### config.mk
export PLATFORM = sky130hd
export DESIGN_NAME = cse_stack_int_unit
export DESIGN_NICKNAME = d
export VERILOG_FILES = /design/src/rtl/cse_pkg.sv /design/src/rtl/cse_rf_if.sv /design/src/rtl/cse_reg_file.sv /design/src/rtl/cse_stack_int_unit.sv /design/src/rtl/cse_stack_ptr.sv
export SDC_FILE = /design/constraint.sdc
export NUM_CORES = 1
export LEC_CHECK = 0
export ABC_CLOCK_PERIOD_IN_PS = 13700
export BUFFER_PORTS_ARGS = -buffer_cell sky130_fd_sc_hd__buf_2
export CORE_AREA = 4 4 174 244
export DETAILED_ROUTE_END_ITERATION = 10
export DIE_AREA = 0 0 178 248
export PLACE_DENSITY = 0.86
export SYNTH_ARGS = -nofsm -noshare
export SYNTH_HDL_FRONTEND = slang
export SYNTH_SLANG_ARGS = --single-unit
### constraint.sdc
create_clock -name core_clk -period 13.7 [get_ports core_clk]
set_clock_uncertainty 0.2 [all_clocks]
set_input_delay 2.74 -clock core_clk [delete_from_list [all_inputs] [get_ports core_clk]]
set_output_delay 2.74 -clock core_clk [all_outputs]
set_load 0.03 [all_outputs]
### src/rtl/cse_pkg.sv
package cse_pkg;

    // Widths
    localparam int PC_W    = 12;
    localparam int SP_W    = 16;
    localparam int NUM_IRQ = 8;
    localparam int IO_AW   = 6;
    localparam int RF_AW   = 5;

    // I/O register addresses
    localparam logic [IO_AW-1:0] IO_IRQ_EN   = 6'h39;
    localparam logic [IO_AW-1:0] IO_IRQ_FLAG = 6'h3A;
    localparam logic [IO_AW-1:0] IO_GIC      = 6'h3B;
    localparam logic [IO_AW-1:0] IO_SP_LOW   = 6'h3D;
    localparam logic [IO_AW-1:0] IO_SP_HIGH  = 6'h3E;
    localparam logic [IO_AW-1:0] IO_STATUS   = 6'h3F;

    // Field positions
    localparam int STATUS_IBIT = 7;
    localparam int VSEL_BIT    = 1;

    // Reset values
    localparam logic [7:0]         STATUS_RST  = 8'h00;
    localparam logic [7:0]         GIC_RST     = 8'h00;
    localparam logic [7:0]         BYTE_RST    = 8'h00;
    localparam logic [NUM_IRQ-1:0] IRQ_RST     = 8'h00;
    localparam logic [SP_W-1:0]    SP_RST      = 16'h0000;

    // Sources served as level type; the rest latch a flag
    localparam logic [NUM_IRQ-1:0] LEVEL_TYPE_MASK = 8'h80;

    // Vector placement
    localparam logic [PC_W-1:0] APP_START      = 12'h000;
    localparam logic [PC_W-1:0] BOOT_START_DEF = 12'hC00;
    localparam logic [PC_W-1:0] VEC_STEP       = 12'h001;

    // Stack steps and the lowest legal stack address
    localparam logic [SP_W-1:0] SP_STEP_BYTE = 16'h0001;
    localparam logic [SP_W-1:0] SP_STEP_ADDR = 16'h0002;
    localparam logic [SP_W-1:0] STACK_FLOOR  = 16'h0060;

    // Pointer pairs in the register file (low byte index)
    localparam logic [RF_AW-1:0] PTR_X_LOW = 5'h1A;
    localparam logic [RF_AW-1:0] PTR_Y_LOW = 5'h1C;
    localparam logic [RF_AW-1:0] PTR_Z_LOW = 5'h1E;
    localparam logic [RF_AW-1:0] PTR_HIGH_OFS = 5'h01;

    typedef enum logic [2:0] {ALU_ADD, ALU_SUB, ALU_AND, ALU_OR, ALU_XOR, ALU_MOV} cse_alu_op_t;
    typedef enum logic [1:0] {PTR_X, PTR_Y, PTR_Z} cse_ptr_sel_t;
    typedef enum logic [1:0] {PTR_DISP, PTR_POSTINC, PTR_PREDEC} cse_ptr_mode_t;

endpackage

### src/rtl/cse_rf_if.sv
`timescale 1ns/100ps
`default_nettype none
interface cse_rf_if;
    import cse_pkg::*;
    logic          aluWe;
    cse_alu_op_t   aluOp;
    logic [4:0]    dstSel;
    logic [4:0]    srcSel;
    logic          useImm;
    logic [7:0]    imm;
    logic [7:0]    aluResult;
    logic          ptrGo;
    cse_ptr_sel_t  ptrSel;
    cse_ptr_mode_t ptrMode;
    logic [5:0]    ptrDisp;
    logic [15:0]   ptrAddr;

    modport core (output aluWe, aluOp, dstSel, srcSel, useImm, imm, ptrGo, ptrSel, ptrMode, ptrDisp,
                  input aluResult, ptrAddr);
    modport file (input aluWe, aluOp, dstSel, srcSel, useImm, imm, ptrGo, ptrSel, ptrMode, ptrDisp,
                  output aluResult, ptrAddr);
endinterface
`default_nettype wire

### src/rtl/cse_reg_file.sv
`timescale 1ns/100ps
`default_nettype none
module cse_reg_file
    import cse_pkg::*;
(
    input wire logic clk,
    input wire logic rstSync_n,
    cse_rf_if.file   rf
);

    logic [7:0]  regs [32];
    logic [7:0]  opA;
    logic [7:0]  opB;
    logic [15:0] ptrBase;
    logic [15:0] ptrNext;
    logic [4:0]  ptrLow;

    // Pointer pair decode, shared by read and write-back
    function automatic logic [4:0] pairLow(input cse_ptr_sel_t s);
        unique case (s)
            PTR_X:   pairLow = PTR_X_LOW;
            PTR_Y:   pairLow = PTR_Y_LOW;
            PTR_Z:   pairLow = PTR_Z_LOW;
            default: pairLow = PTR_Z_LOW;
        endcase
    endfunction

    function automatic logic [7:0] aluCalc(input cse_alu_op_t op, input logic [7:0] a, input logic [7:0] b);
        unique case (op)
            ALU_ADD: aluCalc = a + b;
            ALU_SUB: aluCalc = a - b;
            ALU_AND: aluCalc = a & b;
            ALU_OR:  aluCalc = a | b;
            ALU_XOR: aluCalc = a ^ b;
            ALU_MOV: aluCalc = b;
            default: aluCalc = b;
        endcase
    endfunction

    assign opA          = regs[rf.dstSel];
    assign opB          = rf.useImm ? rf.imm : regs[rf.srcSel];
    assign rf.aluResult = aluCalc(rf.aluOp, opA, opB);

    assign ptrLow  = pairLow(rf.ptrSel);
    assign ptrBase = {regs[ptrLow + PTR_HIGH_OFS], regs[ptrLow]};

    // Effective address and post-access pointer value
    always_comb begin
        rf.ptrAddr = ptrBase;
        ptrNext    = ptrBase;
        unique case (rf.ptrMode)
            PTR_DISP:    rf.ptrAddr = ptrBase + {10'h000, rf.ptrDisp};
            PTR_POSTINC: ptrNext    = ptrBase + SP_STEP_BYTE;
            PTR_PREDEC: begin
                rf.ptrAddr = ptrBase - SP_STEP_BYTE;
                ptrNext    = ptrBase - SP_STEP_BYTE;
            end
            default:     rf.ptrAddr = ptrBase;
        endcase
    end

    // result written back same edge; pointer update wins on overlap
    always_ff @(posedge clk or negedge rstSync_n) begin
        if (!rstSync_n) begin
            for (int i = 0; i < 32; i++) begin
                regs[i] <= BYTE_RST;
            end
        end else begin
            if (rf.aluWe) begin
                regs[rf.dstSel] <= rf.aluResult;
            end
            if (rf.ptrGo && rf.ptrMode != PTR_DISP) begin
                regs[ptrLow]                <= ptrNext[7:0];
                regs[ptrLow + PTR_HIGH_OFS] <= ptrNext[15:8];
            end
        end
    end

endmodule // cse_reg_file
`default_nettype wire

### src/rtl/cse_stack_int_unit.sv
// Function
// - byte push lowers stack pointer by one, byte pop raises it by one.
// - call or interrupt entry lowers it by two; returns raise it by two.
// - stack pointer is two I/O bytes, readable, writable, reset to zero.
// - top six registers act as three 16-bit pointers with auto modes.
// - logic runs on the undivided chip clock.
// - ALU reads two operands, computes and writes back in one cycle.
// - interrupt taken only with individual and global enables both set.
// - boot lock bits suppress interrupts depending on program counter.
// - vectors at lowest addresses; lower index means higher priority.
// - vector select bit moves interrupt vectors to boot section start.
// - boot reset fuse moves reset vector to boot section start.
// - entry clears global enable; software may set it to nest.
// - return from interrupt sets global enable.
// - latched flag cleared by hardware when its handler is vectored.
// - writing one to a flag position clears that flag.
// - events set flags while disabled; served later in priority order.
// - level sources request only while present; nothing latched.
// - after return one main instruction runs before any interrupt.
// - status register is neither saved on entry nor restored on return.
// - clear-enable instruction blocks interrupts at once, same cycle too.
// - after set-enable instruction, next instruction runs before interrupts.
// - entry takes four cycles pushing the return address before vector.
// - return takes four cycles, pops address, raises pointer, sets enable.
`timescale 1ns/100ps
`default_nettype none
module cse_stack_int_unit
    import cse_pkg::*;
#(
    parameter logic [PC_W-1:0] BOOT_START = BOOT_START_DEF
)
(
    input  wire logic               core_clk,
    input  wire logic               rst_n,
    input  wire logic               instrDone,
    input  wire logic [PC_W-1:0]    pcNext,
    input  wire logic [PC_W-1:0]    pcNow,
    input  wire logic               seiExec,
    input  wire logic               cliExec,
    input  wire logic               retiExec,
    input  wire logic               pushByte,
    input  wire logic               popByte,
    input  wire logic               callPush,
    input  wire logic               retPop,
    input  wire logic [IO_AW-1:0]   ioAddr,
    input  wire logic               ioWe,
    input  wire logic               ioRe,
    input  wire logic [7:0]         ioWrData,
    output logic      [7:0]         ioRdData,
    input  wire logic [NUM_IRQ-1:0] irqEvent,
    input  wire logic [NUM_IRQ-1:0] irqLevel,
    input  wire logic               bootResetFuse,
    input  wire logic               appLockBit,
    input  wire logic               bootLockBit,
    input  wire logic               aluWe,
    input  wire cse_alu_op_t        aluOp,
    input  wire logic [4:0]         dstSel,
    input  wire logic [4:0]         srcSel,
    input  wire logic               useImm,
    input  wire logic [7:0]         imm,
    output logic      [7:0]         aluResult,
    input  wire logic               ptrGo,
    input  wire cse_ptr_sel_t       ptrSel,
    input  wire cse_ptr_mode_t      ptrMode,
    input  wire logic [5:0]         ptrDisp,
    output logic      [15:0]        ptrAddr,
    output logic                    entryTaken,
    output logic                    busy,
    output logic                    memWe,
    output logic                    memRe,
    output logic      [SP_W-1:0]    memAddr,
    output logic      [7:0]         memWrData,
    input  wire logic [7:0]         memRdData,
    output logic                    vectorLoad,
    output logic      [PC_W-1:0]    vectorAddr,
    output logic                    pcLoad,
    output logic      [PC_W-1:0]    retPc,
    output logic      [PC_W-1:0]    resetVector,
    output logic      [7:0]         statusReg,
    output logic      [SP_W-1:0]    stackPtr
);

    typedef enum {ST_RUN, ST_ENT1, ST_ENT2, ST_ENT3, ST_ENT4, ST_RET1, ST_RET2, ST_RET3, ST_RET4} cse_state_t;

    cse_state_t         state;
    logic [1:0]         rstPipe;
    logic               rstSync_n;
    logic [2:0]         strapMeta;
    logic [2:0]         strapSync;
    logic [7:0]         gicReg;
    logic [NUM_IRQ-1:0] irqEnable;
    logic [NUM_IRQ-1:0] irqFlag;
    logic [NUM_IRQ-1:0] irqReq;
    logic [NUM_IRQ-1:0] vecClear;
    logic [2:0]         pickIdx;
    logic [2:0]         vecIdx;
    logic               anyReq;
    logic               gieNow;
    logic               holdoff;
    logic               lockBlock;
    logic               takeIrq;
    logic [PC_W-1:0]    savedPc;
    logic [PC_W-1:0]    vecBase;
    logic [7:0]         popHigh;

    cse_rf_if rfBus ();

    function automatic logic ioHit(input logic [IO_AW-1:0] a, input logic [IO_AW-1:0] reg_a);
        ioHit = (a == reg_a);
    endfunction

    ////////////////////////////////////////////////////////////////////////
    // Reset release and strap synchronisers
    // single undivided clock for everything
    always_ff @(posedge core_clk or negedge rst_n) begin
        if (!rst_n) begin
            rstPipe <= 2'b00;
        end else begin
            rstPipe <= {rstPipe[0], 1'b1};
        end
    end
    assign rstSync_n = rstPipe[1];

    // Fuse and lock levels come from off-domain pins
    always_ff @(posedge core_clk or negedge rstSync_n) begin
        if (!rstSync_n) begin
            strapMeta <= 3'b000;
            strapSync <= 3'b000;
        end else begin
            strapMeta <= {bootLockBit, appLockBit, bootResetFuse};
            strapSync <= strapMeta;
        end
    end

    assign resetVector = strapSync[0] ? BOOT_START : APP_START;

    ////////////////////////////////////////////////////////////////////////
    // Register file and stack pointer
    assign rfBus.aluWe   = aluWe;
    assign rfBus.aluOp   = aluOp;
    assign rfBus.dstSel  = dstSel;
    assign rfBus.srcSel  = srcSel;
    assign rfBus.useImm  = useImm;
    assign rfBus.imm     = imm;
    assign rfBus.ptrGo   = ptrGo;
    assign rfBus.ptrSel  = ptrSel;
    assign rfBus.ptrMode = ptrMode;
    assign rfBus.ptrDisp = ptrDisp;
    assign aluResult     = rfBus.aluResult;
    assign ptrAddr       = rfBus.ptrAddr;

    cse_reg_file uRegFile (
        .clk       (core_clk),
        .rstSync_n (rstSync_n),
        .rf        (rfBus.file)
    );

    // the floor is software's to respect; pointer is not clamped
    // entry pushes and return pops are folded into two-byte steps
    cse_stack_ptr uStack (
        .clk       (core_clk),
        .rstSync_n (rstSync_n),
        .wrLow     (ioWe && ioHit(ioAddr, IO_SP_LOW)),
        .wrHigh    (ioWe && ioHit(ioAddr, IO_SP_HIGH)),
        .wrData    (ioWrData),
        .dec1      (pushByte),
        .dec2      (callPush || state == ST_ENT2),
        .inc1      (popByte),
        .inc2      (retPop || state == ST_RET3),
        .sp        (stackPtr)
    );

    ////////////////////////////////////////////////////////////////////////
    // Interrupt request selection
    // level sources pass straight through, never latched
    assign irqReq = (irqFlag | (irqLevel & LEVEL_TYPE_MASK)) & irqEnable;
    assign anyReq = |irqReq;

    always_comb begin
        pickIdx = 3'h0;
        for (int i = NUM_IRQ - 1; i >= 0; i--) begin
            if (irqReq[i]) begin
                pickIdx = 3'(i);
            end
        end
    end

    assign gieNow = statusReg[STATUS_IBIT] && !cliExec;

    // block when vectors sit in a section locked against the running code
    assign vecBase   = gicReg[VSEL_BIT] ? BOOT_START : APP_START;
    assign lockBlock = (strapSync[1] && gicReg[VSEL_BIT] && pcNow < BOOT_START) ||
                       (strapSync[2] && !gicReg[VSEL_BIT] && pcNow >= BOOT_START);

    // global enable gate; holdoff after return or set-enable
    assign takeIrq    = state == ST_RUN && instrDone && !holdoff && !seiExec && !retiExec &&
                        gieNow && anyReq && !lockBlock;
    assign entryTaken = takeIrq;
    assign busy       = state != ST_RUN;

    ////////////////////////////////////////////////////////////////////////
    // Flags and enables
    // hardware clear at vectoring
    assign vecClear = takeIrq ? (NUM_IRQ'(1) << pickIdx) & ~LEVEL_TYPE_MASK : IRQ_RST;

    // events latch regardless of enables; write one clears; set wins
    always_ff @(posedge core_clk or negedge rstSync_n) begin
        if (!rstSync_n) begin
            irqFlag <= IRQ_RST;
        end else begin
            irqFlag <= (irqFlag & ~vecClear & ~((ioWe && ioHit(ioAddr, IO_IRQ_FLAG)) ? ioWrData : IRQ_RST))
                       | (irqEvent & ~LEVEL_TYPE_MASK);
        end
    end

    // vector select lives in the general control register
    always_ff @(posedge core_clk or negedge rstSync_n) begin
        if (!rstSync_n) begin
            irqEnable <= IRQ_RST;
            gicReg    <= GIC_RST;
        end else begin
            if (ioWe && ioHit(ioAddr, IO_IRQ_EN)) begin
                irqEnable <= ioWrData;
            end
            if (ioWe && ioHit(ioAddr, IO_GIC)) begin
                gicReg <= ioWrData;
            end
        end
    end

    // only the enable bit is touched by hardware; nothing saved
    always_ff @(posedge core_clk or negedge rstSync_n) begin
        if (!rstSync_n) begin
            statusReg <= STATUS_RST;
        end else begin
            if (ioWe && ioHit(ioAddr, IO_STATUS)) begin
                statusReg <= ioWrData;
            end
            if (seiExec) begin
                statusReg[STATUS_IBIT] <= 1'b1;
            end
            if (cliExec) begin
                statusReg[STATUS_IBIT] <= 1'b0;
            end
            if (takeIrq) begin
                statusReg[STATUS_IBIT] <= 1'b0;
            end
            if (state == ST_RET3) begin
                statusReg[STATUS_IBIT] <= 1'b1;
            end
        end
    end

    // one instruction must complete after set-enable or a return
    always_ff @(posedge core_clk or negedge rstSync_n) begin
        if (!rstSync_n) begin
            holdoff <= 1'b0;
        end else if (seiExec || state == ST_RET4) begin
            holdoff <= 1'b1;
        end else if (instrDone && !retiExec) begin
            holdoff <= 1'b0;
        end
    end

    ////////////////////////////////////////////////////////////////////////
    // Entry and return sequencer
    // four entry cycles; four return cycles
    always_ff @(posedge core_clk or negedge rstSync_n) begin
        if (!rstSync_n) begin
            state <= ST_RUN;
        end else begin
            unique case (state)
                ST_RUN:  state <= takeIrq ? ST_ENT1 : (retiExec ? ST_RET1 : ST_RUN);
                ST_ENT1: state <= ST_ENT2;
                ST_ENT2: state <= ST_ENT3;
                ST_ENT3: state <= ST_ENT4;
                ST_ENT4: state <= ST_RUN;
                ST_RET1: state <= ST_RET2;
                ST_RET2: state <= ST_RET3;
                ST_RET3: state <= ST_RET4;
                ST_RET4: state <= ST_RUN;
            endcase
        end
    end

    // capture the address that would have run next
    always_ff @(posedge core_clk or negedge rstSync_n) begin
        if (!rstSync_n) begin
            savedPc <= APP_START;
            vecIdx  <= 3'h0;
        end else if (takeIrq) begin
            savedPc <= pcNext;
            vecIdx  <= pickIdx;
        end
    end

    // low byte then high byte pushed; high then low popped
    always_ff @(posedge core_clk or negedge rstSync_n) begin
        if (!rstSync_n) begin
            memWe      <= 1'b0;
            memRe      <= 1'b0;
            memAddr    <= SP_RST;
            memWrData  <= BYTE_RST;
            vectorLoad <= 1'b0;
            vectorAddr <= APP_START;
            pcLoad     <= 1'b0;
            retPc      <= APP_START;
            popHigh    <= BYTE_RST;
        end else begin
            memWe      <= 1'b0;
            memRe      <= 1'b0;
            vectorLoad <= 1'b0;
            pcLoad     <= 1'b0;
            if (takeIrq) begin
                memWe     <= 1'b1;
                memAddr   <= stackPtr;
                memWrData <= pcNext[7:0];
            end else if (state == ST_RUN && retiExec) begin
                memRe   <= 1'b1;
                memAddr <= stackPtr + SP_STEP_BYTE;
            end
            if (state == ST_ENT1) begin
                memWe     <= 1'b1;
                memAddr   <= stackPtr - SP_STEP_BYTE;
                memWrData <= 8'(savedPc >> 8);
            end
            // Vector number counts from one; slot zero is reset
            if (state == ST_ENT3) begin
                vectorLoad <= 1'b1;
                vectorAddr <= vecBase + VEC_STEP * PC_W'(vecIdx) + VEC_STEP;
            end
            if (state == ST_RET1) begin
                memRe   <= 1'b1;
                memAddr <= stackPtr + SP_STEP_ADDR;
            end
            if (state == ST_RET2) begin
                popHigh <= memRdData;
            end
            if (state == ST_RET3) begin
                pcLoad <= 1'b1;
                retPc  <= PC_W'({popHigh, memRdData});
            end
        end
    end

    ////////////////////////////////////////////////////////////////////////
    // I/O read port, one cycle latency; unmapped reads zero
    always_ff @(posedge core_clk or negedge rstSync_n) begin
        if (!rstSync_n) begin
            ioRdData <= BYTE_RST;
        end else if (ioRe) begin
            ioRdData <= BYTE_RST;
            if (ioHit(ioAddr, IO_SP_LOW))   ioRdData <= stackPtr[7:0];
            if (ioHit(ioAddr, IO_SP_HIGH))  ioRdData <= stackPtr[15:8];
            if (ioHit(ioAddr, IO_STATUS))   ioRdData <= statusReg;
            if (ioHit(ioAddr, IO_GIC))      ioRdData <= gicReg;
            if (ioHit(ioAddr, IO_IRQ_EN))   ioRdData <= irqEnable;
            if (ioHit(ioAddr, IO_IRQ_FLAG)) ioRdData <= irqFlag;
        end
    end

endmodule // cse_stack_int_unit
`default_nettype wire

### src/rtl/cse_stack_ptr.sv
`timescale 1ns/100ps
`default_nettype none
module cse_stack_ptr
    import cse_pkg::*;
(
    input  wire logic            clk,
    input  wire logic            rstSync_n,
    input  wire logic            wrLow,
    input  wire logic            wrHigh,
    input  wire logic [7:0]      wrData,
    input  wire logic            dec1,
    input  wire logic            dec2,
    input  wire logic            inc1,
    input  wire logic            inc2,
    output logic      [SP_W-1:0] sp
);

    // two bytes, reset zero; software write beats stack steps
    always_ff @(posedge clk or negedge rstSync_n) begin
        if (!rstSync_n) begin
            sp <= SP_RST;
        end else if (wrLow) begin
            sp[7:0] <= wrData;
        end else if (wrHigh) begin
            sp[15:8] <= wrData;
        end else if (dec1) begin
            sp <= sp - SP_STEP_BYTE;
        end else if (inc1) begin
            sp <= sp + SP_STEP_BYTE;
        end else if (dec2) begin
            sp <= sp - SP_STEP_ADDR;
        end else if (inc2) begin
            sp <= sp + SP_STEP_ADDR;
        end
    end

endmodule // cse_stack_ptr
`default_nettype wire

==> results.py <==
metrics = {
    "status": {
        "status": "finished clean",
    },
    "synthesis": {
        "avgSynthCellArea_sq_um": 9.31,
        "synthFlopType": "dfrtp_1",
        "synth-seq-cells": 381,
        "yosys-top-cells-count": "nand2_1, dfrtp_1, o21ai_0, mux2i_1",
        "synth_top_cell_area_share": 0.398,
        "ys_seq_area_frac": 0.398,
        "synth_compound_area_frac": 0.196,
        "synth_adder_area_share": 0.0231,
        "syn_inst": 2572,
        "syn_area_sq_um": 23900,
        "ys_async_sr_fraction": 1.00,
        "synth.most_common_cell": "nand2_1",
        "synthDistinctLibCells": 76,
        "synth.area.top_cells": "dfrtp_1, nand2_1, mux2i_1",
        "synth_xor_area_frac": 0.0262,
        "synth-simple-area-share": 0.140,
        "yosysTopAreaCell": "dfrtp_1",
        "muxShareOfSynthArea": 0.166,
        "synth_edf_count": 0,
        "ys_warn_count": 0,
        "synth_top_family_by_area": "compound AO/OA/AOI/OAI gates",
    },
    "cells_and_area": {
        "layout-drive-gt1-share": 0.178,
        "final_core_util": 0.656,
        "nets": 2792,
        "stdcell_count": 3203,
        "area_growth_syn_to_layout_pct": 10.1,
    },
    "floorplanning": {
        "die_h_um": 248,
        "rows": 87,
        "boundaryPins": 233,
        "die_w_um": 178,
        "die-area_sq_um": 44100,
        "core_area_sq_um": 40200,
        "initial_core_util": 0.596,
    },
    "cts": {
        "cts.sinks": 381,
        "cts_resized": 0,
        "ctsHoldBuffers": 0,
        "h-tree-depth": 2,
        "clk_root_buffer_cell": "clkbuf_16",
        "clockBufferDepth": 3,
        "clk_latency_ns": 0.56,
        "cts.clk_slew.worst_paths_ns": 0.05,
        "cts_setup_buffers": 0,
        "cts_made_buffers": 39,
        "cts_tree": "built",
    },
    "sta": {
        "hold_violations": 0,
        "fmax_mhz": 87.4,
        "worstMarginPinSlew_ns": 1.15,
        "min_period_ns": 11.45,
        "slew_headroom": 0.234,
        "finalSetupViolations": 0,
        "fin_setup_tns_ns": 0,
        "rsz0062_at_grt": "no",
        "post-route-period-util": 0.836,
        "layout_setup_ws_ns": 2.25,
        "drv_slew": 0,
    },
    "power_and_ir_drop": {
        "power.density_nw_per_um2": 176,
        "power_switching_w": 0.00192,
        "p_comb_frac": 0.382,
        "vdd.ir_drop.worst_mv": 0.152,
        "pwr-share-clk": 0.243,
        "seq_power_share": 0.376,
        "leakagePower_nw": 12.0,
        "p_int_w": 0.00272,
        "power_w": 0.00464,
        "swShare": 0.413,
    },
    "worst_hold_path": {
        "hp-class": "register to register",
        "min_path_cells": 0,
    },
    "grt": {
        "gr-usage-all-layers": 0.351,
        "grt_max_degree": 200,
        "globalRouteOverflowTotal": 0,
        "antenna_found_initial": 2,
        "grt_pass1_vias": 21671,
        "grt_pass1_wl_mm": 121,
    },
    "detailed_routing": {
        "wl_met1_mm": 26.3,
        "routedWlPerCell_um": 24.4,
        "vias_per_cell": 6.81,
        "ant_nets": 0,
        "wl_met3_mm": 6.84,
        "wl_mm": 78.0,
        "drc": 0,
        "drt_first_iter_violations": 2929,
        "met2_length_mm": 37.5,
        "via_count": 21824,
        "highest_layer": "met4",
        "dr.pass1.iters": 7,
    },
    "worst_setup_path": {
        "r2r_cells": 19,
        "arrival_ns": 8.51,
        "critPathRequiredTime_ns": 10.76,
        "end_kind": "output pin",
        "path_class": "primary input to output pin",
        "start_kind": "primary input",
        "crit_fanout": 67,
    },
    "placed_design": {
        "gp_congestion": 1.05,
        "io_buffers": 198,
        "dp_slack_ns": 2.45,
        "hpwl_mm": 54.1,
        "post-place-cells": 3131,
    },
    "flow_run": {
        "cap_viol_max_count": 0,
    },
}
[worst paths after layout]
path,slack [ns],to,from
worst max-delay path,2.25,aluResult[7],srcSel[0]
worst min-delay path,0.15,rstPipe[1],rstPipe[0]
worst max register to register,8.24,uRegFile.regs[47],uRegFile.regs[9]
worst min register to register,0.15,rstPipe[1],rstPipe[0]
max in group asynchronous,10.96,memAddr[13],rstPipe[1]
min in group asynchronous,0.21,uRegFile.regs[41],rstPipe[1]
[layer usage]
metal	vias up	global-route usage
met2	1416	0.583
met5	-	0
met4	0	0.265
met3	424	0.0625
met1	10520	0.404
li1	9464	-
[power groups by stage]
stage          Combinational [W]  Sequential, W  Clock, W
6_report                 0.00177        0.00174   0.00112
5_1_grt                  0.00191        0.00177   0.00118
4_1_cts                  0.00174        0.00172   0.00113
3_5_place_dp             0.00172        0.00174         0
3_3_place_gp             0.00167        0.00171         0
2_1_floorplan            0.00116        0.00176         0
[worst max-delay path, stage by stage]
cell      delay, ns
buf_6          0.61
buf_4          0.44
mux2i_1        0.14
a221oi_1       0.65
o22ai_1        0.15
o31a_1         0.36
ha_1           0.22
and2_1         0.16
a21oi_1        0.18
xnor2_1        0.08
ha_1           0.34
nand2_1        0.07
a21oi_1        0.24
nor2_1         0.09
a211o_1        0.31
xnor2_1        0.40
nor3_1         0.11
a211o_1        0.33
nor2_1         0.47
buf_2          0.31
[layout by cell type, fill, tap and decap left out, types with 55 or more instances in the layout]
master,count
a21oi_1,120
a22oi_1,61
buf_2,196
dfrtp_1,380
inv_1,55
mux2_2,77
mux2i_1,154
mux4_2,68
nand2_1,439
nor2_1,149
o21ai_0,235
[final cells by class]
type | count | area, sq um
diodes | 3 | 7.51
clock buffers | 46 | 1030
clock inverters | 23 | 298
fillers | 3027 | 13800
inverters | 55 | 206
multi-input cells | 1927 | 13300
flip-flops and latches | 381 | 9540
well taps | 534 | 668
repair buffers | 234 | 1290
[logic make-up (layout without fill, tap and decap cells)]
family / count (synthesis) / in the layout
compound gates: 721 / 721
flops: 381 / 381
fa+ha+maj: 43 / 43
other cells: 2 / 20
xor+xnor: 70 / 70
mux: 300 / 300
simple gates: 776 / 776
buf+inv: 279 / 358
[stage by stage]
step / instance area (sq um) / hold slack [ns]
global placement: 25000 / 0.132
finish: 26300 / 0.148
CTS: 26300 / 0.151
global route: 26300 / 0.163
detailed placement: 25000 / 0.138
floorplan: 24000 / 0.131
Power figures use the tool's default switching activity.
